`config.mk`:
```
export PLATFORM = sky130hd
export DESIGN_NAME = ssl_top
export DESIGN_NICKNAME = d
export VERILOG_FILES = /design/src/hdl/ssl_pkg.sv /design/src/hdl/ssl_fifo_if.sv /design/src/hdl/ssl_fifo.sv /design/src/hdl/ssl_top.sv
export VERILOG_INCLUDE_DIRS = /design/src /design/src/hdl
export SDC_FILE = /design/constraint.sdc
export NUM_CORES = 1
export LEC_CHECK = 0
export ABC_CLOCK_PERIOD_IN_PS = 3850
export BUFFER_PORTS_ARGS = -buffer_cell sky130_fd_sc_hd__buf_2
export CAP_MARGIN = 20
export CORE_MARGIN = 5
export CORE_UTILIZATION = 32
export DETAILED_ROUTE_END_ITERATION = 7
export SYNTH_ARGS = -nofsm -noshare
export SYNTH_HDL_FRONTEND = slang
export SYNTH_HIERARCHICAL = 1
export SYNTH_SLANG_ARGS = --single-unit
export TNS_END_PERCENT = 20
```
`constraint.sdc`:
```
create_clock -name CLOCK -period 3.85 [get_ports CLOCK]
set_input_delay 0.1925 -clock CLOCK [delete_from_list [all_inputs] [get_ports CLOCK]]
set_output_delay 0.1925 -clock CLOCK [all_outputs]
set_load 0.05 [all_outputs]
```
`src/hdl/ssl_regs.svh`:
```
// Purpose: shared constants for the serial shift and latch block
// Assumes: included by bare name, definitions only
// Notes: no software registers; positions index the sampled pin vector
`ifndef SSL_REGS_SVH
`define SSL_REGS_SVH

`define SSL_STAGES      8
`define SSL_FIFO_DEPTH  32
`define SSL_NPINS       4
`define SSL_PIN_SER     0
`define SSL_PIN_SHIFT   1
`define SSL_PIN_LATCH   2
`define SSL_PIN_OE      3
`define SSL_PIN_RST_VAL 4'h8

`endif

```
`src/hdl/ssl_pkg.sv`:
```
// Purpose: types for the serial shift and latch block
// Assumes: ssl_regs.svh holds the numbers
// Notes: none
`default_nettype none
`include "ssl_regs.svh"
package ssl_pkg;
  typedef logic [`SSL_STAGES-1:0] ssl_word_t;
  typedef logic [`SSL_NPINS-1:0]  ssl_pins_t;
endpackage
`default_nettype wire

```
`src/hdl/ssl_fifo_if.sv`:
```
// Purpose: valid/ready carrier between the stage snapshot and the fifo
// Assumes: one clock domain
// Notes: src fills, sink drains, store is the fifo itself
`timescale 1ns/1ns
`default_nettype none
interface ssl_fifo_if #(parameter int W = 8);
  logic [W-1:0] in_data;
  logic         in_valid;
  logic         in_ready;
  logic [W-1:0] out_data;
  logic         out_valid;
  logic         out_ready;
  modport src   (output in_data, output in_valid, input in_ready);
  modport sink  (input out_data, input out_valid, output out_ready);
  modport store (input in_data, input in_valid, output in_ready,
                 output out_data, output out_valid, input out_ready);
endinterface
`default_nettype wire

```
`src/hdl/ssl_fifo.sv`:
```
// Purpose: word fifo with registered read stage
// Assumes: DEPTH is a power of two
// Notes: holds DEPTH words in memory plus one in the output stage
`timescale 1ns/1ns
`default_nettype none
module ssl_fifo #(
  parameter int W     = 8,
  parameter int DEPTH = 32
) (
  input wire logic   clk,
  input wire logic   rst_b,
  ssl_fifo_if.store  f
);
  localparam int AW = $clog2(DEPTH);

  logic [W-1:0]  mem [DEPTH];
  logic [AW-1:0] wr_ptr_reg;
  logic [AW-1:0] rd_ptr_reg;
  logic [AW:0]   cnt_reg;
  logic [AW:0]   cnt_next;
  logic          full_reg;
  logic          out_valid_reg;
  logic [W-1:0]  out_data_reg;

  wire push       = f.in_valid & ~full_reg;
  wire stage_free = ~out_valid_reg | f.out_ready;
  wire pop        = stage_free & (cnt_reg != '0);

  assign cnt_next    = cnt_reg + (AW+1)'(push) - (AW+1)'(pop);
  assign f.in_ready  = ~full_reg;
  assign f.out_valid = out_valid_reg;
  assign f.out_data  = out_data_reg;

  always_ff @(posedge clk) begin
    if (push) begin
      mem[wr_ptr_reg] <= f.in_data;
    end
    if (pop) begin
      out_data_reg <= mem[rd_ptr_reg];
    end
  end

  always_ff @(posedge clk or negedge rst_b) begin
    if (!rst_b) begin
      wr_ptr_reg    <= '0;
      rd_ptr_reg    <= '0;
      cnt_reg       <= '0;
      full_reg      <= 1'b0;
      out_valid_reg <= 1'b0;
    end else begin
      wr_ptr_reg    <= wr_ptr_reg + AW'(push);
      rd_ptr_reg    <= rd_ptr_reg + AW'(pop);
      cnt_reg       <= cnt_next;
      full_reg      <= (cnt_next == (AW+1)'(DEPTH));
      out_valid_reg <= pop | (out_valid_reg & ~f.out_ready);
    end
  end
endmodule
`default_nettype wire

```
`src/hdl/ssl_top.sv`:
```
// Purpose: eight-stage serial shift register with held word and floating parallel outputs
// Assumes: pins arrive asynchronous to CLOCK and are far slower than it
// Notes: held word has no reset so that RST_B never alters it
`timescale 1ns/1ns
`default_nettype none
`include "ssl_regs.svh"
module ssl_top #(
  parameter int FIFO_DEPTH = `SSL_FIFO_DEPTH
) (
  input  wire logic               CLOCK,
  input  wire logic               RST_B,
  input  wire logic               SER_IN,
  input  wire logic               SHIFT_CLK,
  input  wire logic               LATCH_CLK,
  input  wire logic               OUT_EN_B,
  input  wire logic               WORD_HOLD,
  output var  logic               LATCH_READY,
  output var  logic               TAIL_OUT,
  output var  ssl_pkg::ssl_word_t PAR_OUT,
  output var  ssl_pkg::ssl_word_t PAR_OE
);
  import ssl_pkg::*;

  ssl_pins_t pins;
  ssl_pins_t sync1_reg;
  ssl_pins_t sync2_reg;
  ssl_pins_t sync3_reg;
  ssl_pins_t filt_reg;
  ssl_pins_t prev_reg;
  ssl_word_t stages_reg;
  ssl_word_t held_word_reg;
  ssl_word_t par_oe_reg;
  logic      latch_ready_reg;

  ssl_fifo_if #(.W(`SSL_STAGES)) word_q ();

  assign pins[`SSL_PIN_SER]   = SER_IN;
  assign pins[`SSL_PIN_SHIFT] = SHIFT_CLK;
  assign pins[`SSL_PIN_LATCH] = LATCH_CLK;
  assign pins[`SSL_PIN_OE]    = OUT_EN_B;

  // three-stage sampler, level accepted once stages two and three agree
  genvar gi;
  generate
    for (gi = 0; gi < `SSL_NPINS; gi++) begin : g_pin
      localparam logic RV = 1'(`SSL_PIN_RST_VAL >> gi);
      always_ff @(posedge CLOCK or negedge RST_B) begin
        if (!RST_B) begin
          sync1_reg[gi] <= RV;
          sync2_reg[gi] <= RV;
          sync3_reg[gi] <= RV;
          filt_reg[gi]  <= RV;
          prev_reg[gi]  <= RV;
        end else begin
          sync1_reg[gi] <= pins[gi];
          sync2_reg[gi] <= sync1_reg[gi];
          sync3_reg[gi] <= sync2_reg[gi];
          if (sync2_reg[gi] == sync3_reg[gi]) begin
            filt_reg[gi] <= sync3_reg[gi];
          end
          prev_reg[gi]  <= filt_reg[gi];
        end
      end
    end
  endgenerate

  wire shift_rise = filt_reg[`SSL_PIN_SHIFT] & ~prev_reg[`SSL_PIN_SHIFT];
  wire latch_rise = filt_reg[`SSL_PIN_LATCH] & ~prev_reg[`SSL_PIN_LATCH];
  wire ser_bit    = filt_reg[`SSL_PIN_SER];
  wire out_on     = ~filt_reg[`SSL_PIN_OE];
  wire take_word  = word_q.out_valid & word_q.out_ready;

  // snapshot of the stages before any shift of the same cycle
  assign word_q.in_valid  = latch_rise;
  assign word_q.in_data   = stages_reg;
  assign word_q.out_ready = ~WORD_HOLD;

  ssl_fifo #(
    .W     (`SSL_STAGES),
    .DEPTH (FIFO_DEPTH)
  ) u_fifo (
    .clk   (CLOCK),
    .rst_b (RST_B),
    .f     (word_q)
  );

  // shift stages, cleared at once by reset
  always_ff @(posedge CLOCK or negedge RST_B) begin
    if (!RST_B) begin
      stages_reg <= '0;
    end else if (shift_rise) begin
      stages_reg <= {stages_reg[`SSL_STAGES-2:0], ser_bit};
    end
  end

  // held word: loaded only from a latched snapshot, never reset
  always_ff @(posedge CLOCK) begin
    if (take_word) begin
      held_word_reg <= word_q.out_data;
    end
  end

  always_ff @(posedge CLOCK or negedge RST_B) begin
    if (!RST_B) begin
      par_oe_reg      <= '0;
      latch_ready_reg <= 1'b0;
    end else begin
      par_oe_reg      <= {`SSL_STAGES{out_on}};
      latch_ready_reg <= word_q.in_ready;
    end
  end

  assign TAIL_OUT    = stages_reg[`SSL_STAGES-1];
  assign PAR_OUT     = held_word_reg;
  assign PAR_OE      = par_oe_reg;
  assign LATCH_READY = latch_ready_reg;
endmodule
`default_nettype wire

```
==> results of run 1 <==
-- worst register-to-register path: stages, from the launching register on --
cell and delay, ns:
dfrtp_1 0.36, inv_1 0.08, ha_1 0.16, nor4bb_1 0.32, a21oi_1 0.07, buf_4 0.22
xnor2_1 0.18, ha_1 0.22, inv_1 0.07, fa_1 0.51, inv_1 0.05, or4_1 0.54
nor3b_1 0.20
-- through the flow --
stage	instances	hold WS, ns	total power (W)	cell area, µm²
3_3_place_gp	1183	0.258	0.00777	13000
4_1_cts	1250	0.264	0.0111	14200
3_5_place_dp	1183	0.255	0.00782	13000
2_1_floorplan	673	-0.103	0.00693	12400
5_1_grt	1254	0.304	0.0116	14300
6_report	1254	0.251	0.0111	14300
-- synthesized netlist by cell type, types with 7 or more instances --
library cell  instances  area [µm²]
mux2i_1              64         641
nand2_1              21        78.8
nor2_1               36         135
buf_4                 7        52.6
buf_2                13        65.1
mux4_2               16         360
nand3_1              30         150
clkbuf_1             13        48.8
a22oi_1              16         120
mux4_1               16         420
mux2_4                8         120
inv_1                16        60.1
a22o_1                8        70.1
ha_1                 10         125
edfxtp_1            272        8170
dfrtp_1              42        1050
a21oi_1              20         100
-- per-layer routing --
metal,up-vias,global-route usage [%],wire [µm]
li1,2706,-,-
met1,3122,16.3,10900
met2,143,17.8,11300
met3,45,2.22,1180
met4,0,4.01,692
met5,-,0,0
-- worst max-delay path by stage --
stage | startpoint | to | cells past startpoint
global route | u_fifo/cnt_reg[4] | u_fifo/full_reg | 12
finish | u_fifo/cnt_reg[4] | u_fifo/full_reg | 12
global placement | u_fifo/cnt_reg[4] | u_fifo/full_reg | 12
detailed placement | u_fifo/cnt_reg[4] | u_fifo/full_reg | 12
CTS | u_fifo/cnt_reg[4] | u_fifo/full_reg | 12
floorplan | u_fifo/cnt_reg[2] | u_fifo/full_reg | 11
-- power by group through the flow --
stage	combinational, W	sequential [W]	clock, W
4_1_cts	0.00257	0.00519	0.00338
6_report	0.00274	0.00505	0.00329
5_1_grt	0.00298	0.00513	0.00352
3_3_place_gp	0.00253	0.00524	0
2_1_floorplan	0.00196	0.00498	0
3_5_place_dp	0.00255	0.00526	0
-- cells by family after synthesis --
logic type,synth area share [%]
flip-flops,75.1
AND/OR/NAND/NOR,4.43
multiplexers,12.4
AO/OA/AOI/OAI,3.27
buffers and inverters,2.44
adder cells (fa/ha/maj),1.49
XOR/XNOR,0.847
-- layout make-up --
| type | instances | area [µm²] |
|---|---|---|
| multi-input combinational | 299 | 2790 |
| timing repair buffer | 42 | 338 |
| clock inverter | 21 | 205 |
| inverter | 16 | 60.1 |
| tap | 518 | 648 |
| sequential | 318 | 9330 |
| fill | 3594 | 24300 |
| clock buffer | 40 | 937 |
==> impl_metrics.json, run 1 <==
{
  "status": "completed",
  "rr_endpoint": "u_fifo/full_reg",
  "cts_made_buffers": 34,
  "cp.required_ns": 4.26,
  "r2r-start": "u_fifo/cnt_reg[4]",
  "top_register": "u_fifo/mem",
  "syn_area_um2": 12400,
  "clockBufferDepth": 3,
  "crit_path_cell_trace": "inv_1, ha_1, nor4bb_1, a21oi_1, buf_4, xnor2_1, ha_1, inv_1, fa_1, inv_1, or4_1, nor3b_1",
  "drt_iter0_markers": 386,
  "power.switching_w": 0.00343,
  "p_clk_share_pct": 29.7,
  "track_usage_pct": 11.5,
  "synth.avg_cell_area_um2": 18.4,
  "hold_class": "in2async",
  "initial_core_util_pct": 32.2,
  "globalplace.congestion": 0.736,
  "max_freq_mhz": 326,
  "vias": 6016,
  "drv_cap": 0,
  "area_delta_synth_final_pct": 15.2,
  "final_cell_mix": "edfxtp_1 (272), mux2i_1 (64), dfrtp_1 (40)",
  "critPathTopFamily": "simple AND/OR/NAND/NOR gates",
  "drc_errors": 0,
  "io-pin-count": 25,
  "place_ws_ns": 0.794,
  "hpwlAfterDp_mm": 14.5,
  "crit_top_cell": "inv_1",
  "crit_arrival_ns": 3.48,
  "first_global_vias": 5978,
  "fin_skew_ns": 0.0142,
  "clock_sinks": 318,
  "antenna_found_initial": 0,
  "syn_inst": 673,
  "dieArea_um2": 42800,
  "path_buf_inv": 4,
  "seqPwrFrac_pct": 45.6,
  "cp_slowest_stage_delay_ns": 0.54,
  "via_per_inst": 4.80,
  "ys_warn_count": 6,
  "p_int_w": 0.00766,
  "diodes": 0,
  "die_x_um": 207,
  "cts_resized": 0,
  "grt_overflow_total": 0,
  "grt_setup_unrepaired": "no",
  "slowest_stage": "or4_1",
  "root_buffer": "clkbuf_16",
  "nNetsFinal": 729,
  "synth_edf_count": 272,
  "postSynth.asyncResetShare_pct": 14.5,
  "pwr-share-comb_pct": 24.7,
  "fin_setup_tns_ns": 0,
  "final_core_util_pct": 37.1,
  "grt_pass1_wl_mm": 37.4,
  "max_slew_margin_pct": 26.3,
  "period_needed_ns": 3.07,
  "setup_viol": 0,
  "final_antenna_net_count": 0,
  "ctsHoldBuffers": 6,
  "row_count": 72,
  "post_cts_buffers": 0,
  "finalCritPeriodShare_pct": 79.7,
  "final-hold-violation-count": 0,
  "p_leak_nw": 4.99,
  "syn_nets": 691,
  "firstDrtPassIters": 5,
  "core_area_um2": 38600,
  "insertion_delay_ns": 0.50,
  "largest_reg_flops": 256,
  "drive_above_1_share_pct": 16.7,
  "yosysSeqAreaShare_pct": 75.1,
  "powerDensity_nw_per_um2": 775,
  "startpoint_type": "flop",
  "layout_commonest_cell": "edfxtp_1",
  "die_y_um": 207,
  "grt_max_degree": 55,
  "synth_seq_cells": 318,
  "path_clk_slew_ns": 0.06,
  "synthFlopType": "edfxtp_1",
  "cp-end-kind": "flop",
  "port_buffers": 24,
  "cts_tree": "yes",
  "routed_wl_mm": 24.2,
  "worst_slack_ns": 0.781,
  "ir_drop_mv": 0.342,
  "regToRegSetupSlack_ns": 0.78,
  "yosysUniqueCellTypes": 49,
  "slew_violations": 0,
  "tightestPinTransition_ns": 1.10,
  "cts_max_level": 2,
  "worstSetupPathType": "reg2reg",
  "critPathMaxFanout": 12,
  "routedWlPerCell_um": 19.3,
  "reg2reg_depth": 12,
  "swShare_pct": 30.9
}
(Power assumes the default switching activity.)
==> run 2: changes to the inputs <==
ABC_CLOCK_PERIOD_IN_PS = 2800   (was 3850)
clock period = 2.8 ns   (was 3.85 ns; I/O delays follow)
==> impl_metrics.json, run 2 (synthesis results as in run 1) <==
{
  "status": "completed",
  "p_leak_nw": 5.20,
  "via_per_inst": 4.68,
  "cts_max_level": 1,
  "core_area_um2": 38600,
  "slew_violations": 0,
  "placed_area_um2": 13400,
  "reg2reg_depth": 11,
  "nNetsFinal": 777,
  "cp_slowest_stage_delay_ns": 0.52,
  "tightestPinTransition_ns": 0.746,
  "globalplace.congestion": 0.757,
  "vias": 6092,
  "largest_reg_flops": 256,
  "routedWlPerCell_um": 19.1,
  "finalCritPeriodShare_pct": 96.7,
  "antenna_found_initial": 0,
  "initial_core_util_pct": 32.2,
  "ir_drop_mv": 0.555,
  "drc_errors": 0,
  "port_buffers": 24,
  "period_needed_ns": 2.71,
  "area_delta_synth_final_pct": 17.4,
  "fin_setup_tns_ns": 0,
  "max_slew_margin_pct": 50.0,
  "regArea_um2": 9330,
  "die_y_um": 207,
  "grt_overflow_total": 0,
  "layout_commonest_cell": "edfxtp_1",
  "drt_iter0_markers": 454,
  "crit_path_cell_trace": "inv_2, ha_4, nor4bb_4, a21oi_2, xnor2_1, ha_2, inv_2, fa_2, inv_2, or4_4, nor3b_2",
  "fin_hold_ws_ns": 0.0242,
  "fillers": 3625,
  "crit_arrival_ns": 3.17,
  "die_x_um": 207,
  "routed_wl_mm": 24.8,
  "worstSetupPathType": "reg2reg",
  "slowest_stage": "fa_2",
  "critPathMaxFanout": 2,
  "top_register": "u_fifo/mem",
  "grt_pass1_wl_mm": 37.8,
  "final_antenna_net_count": 0,
  "root_buffer": "clkbuf_16",
  "final-hold-violation-count": 0,
  "track_usage_pct": 11.7,
  "path_buf_inv": 3,
  "grt_max_degree": 50,
  "firstDrtPassIters": 5,
  "hpwlAfterDp_mm": 15.5,
  "finish.instance_area_um2": 14600,
  "row_count": 72,
  "clock_sinks": 318,
  "io-pin-count": 25,
  "dieArea_um2": 42800,
  "setup_viol": 0,
  "max_freq_mhz": 369,
  "place_ws_ns": -0.0786,
  "startpoint_type": "flop",
  "hold_class": "in2async",
  "diodes": 0,
  "crit_cells": 11,
  "final_cell_mix": "edfxtp_1 (272), mux2i_1 (64), buf_4 (61)",
  "drv_cap": 0,
  "cp.required_ns": 3.26,
  "first_global_vias": 6150,
  "cts_tree": "yes",
  "cp-end-kind": "flop",
  "path_clk_slew_ns": 0.06,
  "critPathTopFamily": "simple AND/OR/NAND/NOR gates",
  "powerDensity_nw_per_um2": 1030,
  "fin_skew_ns": 0.0134,
  "clockBufferDepth": 3,
  "crit_top_cell": "inv_2",
  "insertion_delay_ns": 0.55,
  "cts_made_buffers": 30,
  "worst_slack_ns": 0.0919,
  "drive_above_1_share_pct": 23.6,
  "multi_input_area_um2": 2830
}
==> run 2: path summary, 6_finish.rpt <==
kind	startpoint	to	slack [ns]
worst max-delay path	u_fifo/cnt_reg[3]	u_fifo/full_reg	0.09
worst min-delay path	RST_B	sync2_reg[1]	0.02
worst max register to register	u_fifo/cnt_reg[3]	u_fifo/full_reg	0.09
worst min register to register	sync1_reg[0]	sync2_reg[0]	0.35
max in group asynchronous	RST_B	u_fifo/rd_ptr_reg[1]	2.26
min in group CLOCK	LATCH_CLK	sync1_reg[2]	0.23
==> run 2: metal layers <==
| metal | vias to the layer above | wire, µm | GRT usage (%) |
|---|---|---|---|
| li1 | 2798 | - | - |
| met1 | 3136 | 11500 | 17.0 |
| met2 | 116 | 11800 | 18.7 |
| met3 | 42 | 926 | 1.61 |
| met4 | 0 | 630 | 3.07 |
| met5 | - | 0 | 0 |
==> run 2: repair_timing <==
action                     in CTS  in global routing
pin swaps                       0                  7
gates resized for setup         2                 11
hold endpoints to repair       47                  0
setup endpoints to repair       1                  1
setup buffers                   0                  4
hold buffers                    6                  0
==> run 2: area by class of cell <==
class,count,area share [%]
sequential,318,64.0
clock inverter,8,0.618
multi-input combinational,299,19.4
clock buffer,48,6.31
inverter,16,0.412
timing repair buffer,94,4.73
tap,518,4.45
==> run 2: metrics by stage <==
| stage | power (W) | util, % | std cells |
|---|---|---|---|
| after floorplan | 0.00953 | - | 673 |
| after global placement | 0.0109 | 34.8 | 1234 |
| after detailed placement | 0.0110 | 34.8 | 1234 |
| after CTS | 0.0151 | 37.6 | 1296 |
| after global routing | 0.0157 | 37.8 | 1301 |
| final | 0.0151 | 37.8 | 1301 |
==> run 2: power by group <==
group	internal, W	leakage (nW)	switching (W)
combinational	0.00173	1.69	0.00254
sequential	0.00619	3.00	0.000505
clock	0.00242	0.502	0.00167
total	0.0103	5.20	0.00472
==> run 2: worst register-to-register path, cell delays in order, from the launching register on <==
cell and delay, ns:
dfrtp_1 0.39, inv_2 0.08, ha_4 0.13, nor4bb_4 0.31, a21oi_2 0.08, xnor2_1 0.16, ha_2 0.21, inv_2 0.04
fa_2 0.52, inv_2 0.04, or4_4 0.51, nor3b_2 0.16
==> run 3: changes to the inputs <==
CORE_MARGIN = unset   (was 5)
CORE_UTILIZATION = 35   (was 32)
==> impl_metrics.json, run 3 (synthesis results as in run 1) <==
{
  "max_slew_margin_pct": 37.6,
  "cp.required_ns": 3.26,
  "grt_overflow_total": 0,
  "critPathMaxFanout": 2,
  "setup_viol": 0,
  "row_count": 68,
  "hpwlAfterDp_mm": 15.1,
  "placed_area_um2": 13300,
  "r2r-start": "u_fifo/cnt_reg[4]",
  "regToRegSetupSlack_ns": 0.08,
  "clock_sinks": 318,
  "fillers": 3096,
  "root_buffer": "clkbuf_16",
  "cp-end-kind": "flop",
  "fin_hold_ws_ns": 0.0588,
  "p_leak_nw": 5.18,
  "clockBufferDepth": 3,
  "cts_made_buffers": 31,
  "initial_core_util_pct": 35.8,
  "insertion_delay_ns": 0.54,
  "drive_above_1_share_pct": 22.6,
  "max_freq_mhz": 368,
  "finish.instance_area_um2": 14500,
  "die_y_um": 190,
  "core_area_um2": 34700,
  "crit_top_cell": "buf_4",
  "drv_cap": 0,
  "largest_reg_flops": 256,
  "routedWlPerCell_um": 19.9,
  "rr_endpoint": "u_fifo/full_reg",
  "cp_slowest_stage_delay_ns": 0.43,
  "drc_errors": 0,
  "layout_commonest_cell": "edfxtp_1",
  "grt_setup_unrepaired": "yes",
  "top_register": "u_fifo/mem",
  "vias": 5989,
  "dieArea_um2": 36200,
  "via_per_inst": 4.85,
  "final_core_util_pct": 41.7,
  "die_x_um": 190,
  "cts_tree": "yes",
  "grt_pass1_wl_mm": 37.6,
  "diodes": 0,
  "reg2reg_depth": 14,
  "startpoint_type": "flop",
  "worst_slack_ns": 0.0804,
  "final_cell_mix": "edfxtp_1 (272), mux2i_1 (64), buf_4 (56)",
  "final-hold-violation-count": 0,
  "period_needed_ns": 2.72,
  "first_global_vias": 6163,
  "finalCritPeriodShare_pct": 97.1,
  "slowest_stage": "or4_4",
  "ir_drop_mv": 0.624,
  "cts_max_level": 1,
  "path_clk_slew_ns": 0.06,
  "place_ws_ns": -0.102,
  "powerDensity_nw_per_um2": 1050,
  "hold_class": "in2async",
  "grt_max_degree": 67,
  "firstDrtPassIters": 4,
  "fin_skew_ns": 0.0134,
  "globalplace.congestion": 0.794,
  "drt_iter0_markers": 495,
  "crit_path_cell_trace": "inv_2, ha_4, nor4bb_4, a21oi_2, xnor2_1, ha_2, buf_4, buf_4, buf_4, a21o_1, a21oi_2, xor2_1, or4_4, nor3b_2",
  "fin_setup_tns_ns": 0,
  "path_buf_inv": 4,
  "nNetsFinal": 775,
  "tightestPinTransition_ns": 0.935,
  "track_usage_pct": 14.0,
  "antenna_found_initial": 0,
  "area_delta_synth_final_pct": 16.8,
  "slew_violations": 0,
  "port_buffers": 24,
  "startpoint": "u_fifo/cnt_reg[4]",
  "crit_arrival_ns": 3.18,
  "status": "completed",
  "io-pin-count": 25,
  "routed_wl_mm": 24.6,
  "critPathTopFamily": "simple AND/OR/NAND/NOR gates",
  "worstSetupPathType": "reg2reg",
  "final_antenna_net_count": 0
}
run 3: cell count changes in the layout (fill, tap and decap cells not counted), moves of 2 or more:
cell,change
clkbuf_8,-8
clkinv_1,+8
buf_4,-5
bufinv_16,+3
clkinv_2,-3
buf_12,+2
run 3: how the worst max path moves through the flow:
stage                      end  slack (ns)  cells after the start
2_1_floorplan  u_fifo/full_reg        0.01                     11
3_3_place_gp   u_fifo/full_reg       -0.02                     11
3_5_place_dp   u_fifo/full_reg       -0.10                     11
4_1_cts        u_fifo/full_reg       0.004                     11
5_1_grt        u_fifo/full_reg       -0.06                     14
6_report       u_fifo/full_reg        0.08                     14
run 3: report_power, final:
part           leakage [nW]  total, W  internal (W)  switching (W)
Combinational          1.69   0.00431       0.00176        0.00255
Sequential             3.00   0.00672       0.00619       0.000535
Clock                 0.491   0.00413       0.00248        0.00165
run 3: area by class of cell:
cell class	instances	area (µm²)	share of cell area (%)
Sequential cell	318	9330	64.4
Multi-Input combinational cell	299	2830	19.5
Clock buffer	39	806	5.56
Timing Repair Buffer	91	692	4.77
Tap cell	455	569	3.93
Clock inverter	17	204	1.41
Inverter	16	60.1	0.414
run 3: per-layer routing:
layer  up-vias  track usage [%]  wire length [µm]
li1       2794                -                 -
met1      3063             19.4             10900
met2       109             22.9             12200
met3        23             2.13              1130
met4         0             3.48               376
met5         -                0                 0
run 3: worst reg2reg max path, stage by stage, from the launching register on:
cell	delay (ns)
dfrtp_1	0.37
inv_2	0.07
ha_4	0.12
nor4bb_4	0.30
a21oi_2	0.08
xnor2_1	0.14
ha_2	0.19
buf_4	0.13
buf_4	0.12
buf_4	0.12
a21o_1	0.15
a21oi_2	0.14
xor2_1	0.10
or4_4	0.43
nor3b_2	0.18
run 3: timing repair:
action                     in CTS  in global routing
gates resized for setup         5                  9
setup endpoints to repair       1                  2
hold buffers                    6                  0
hold endpoints to repair       47                  0
pin swaps                       3                  7
buffers inserted                1                  5
run 3: per-stage QoR:
step	total power, W	std cells
after floorplan	0.00953	673
after global placement	0.0109	1166
after detailed placement	0.0110	1166
after CTS	0.0152	1229
after global routing	0.0159	1235
final	0.0152	1235
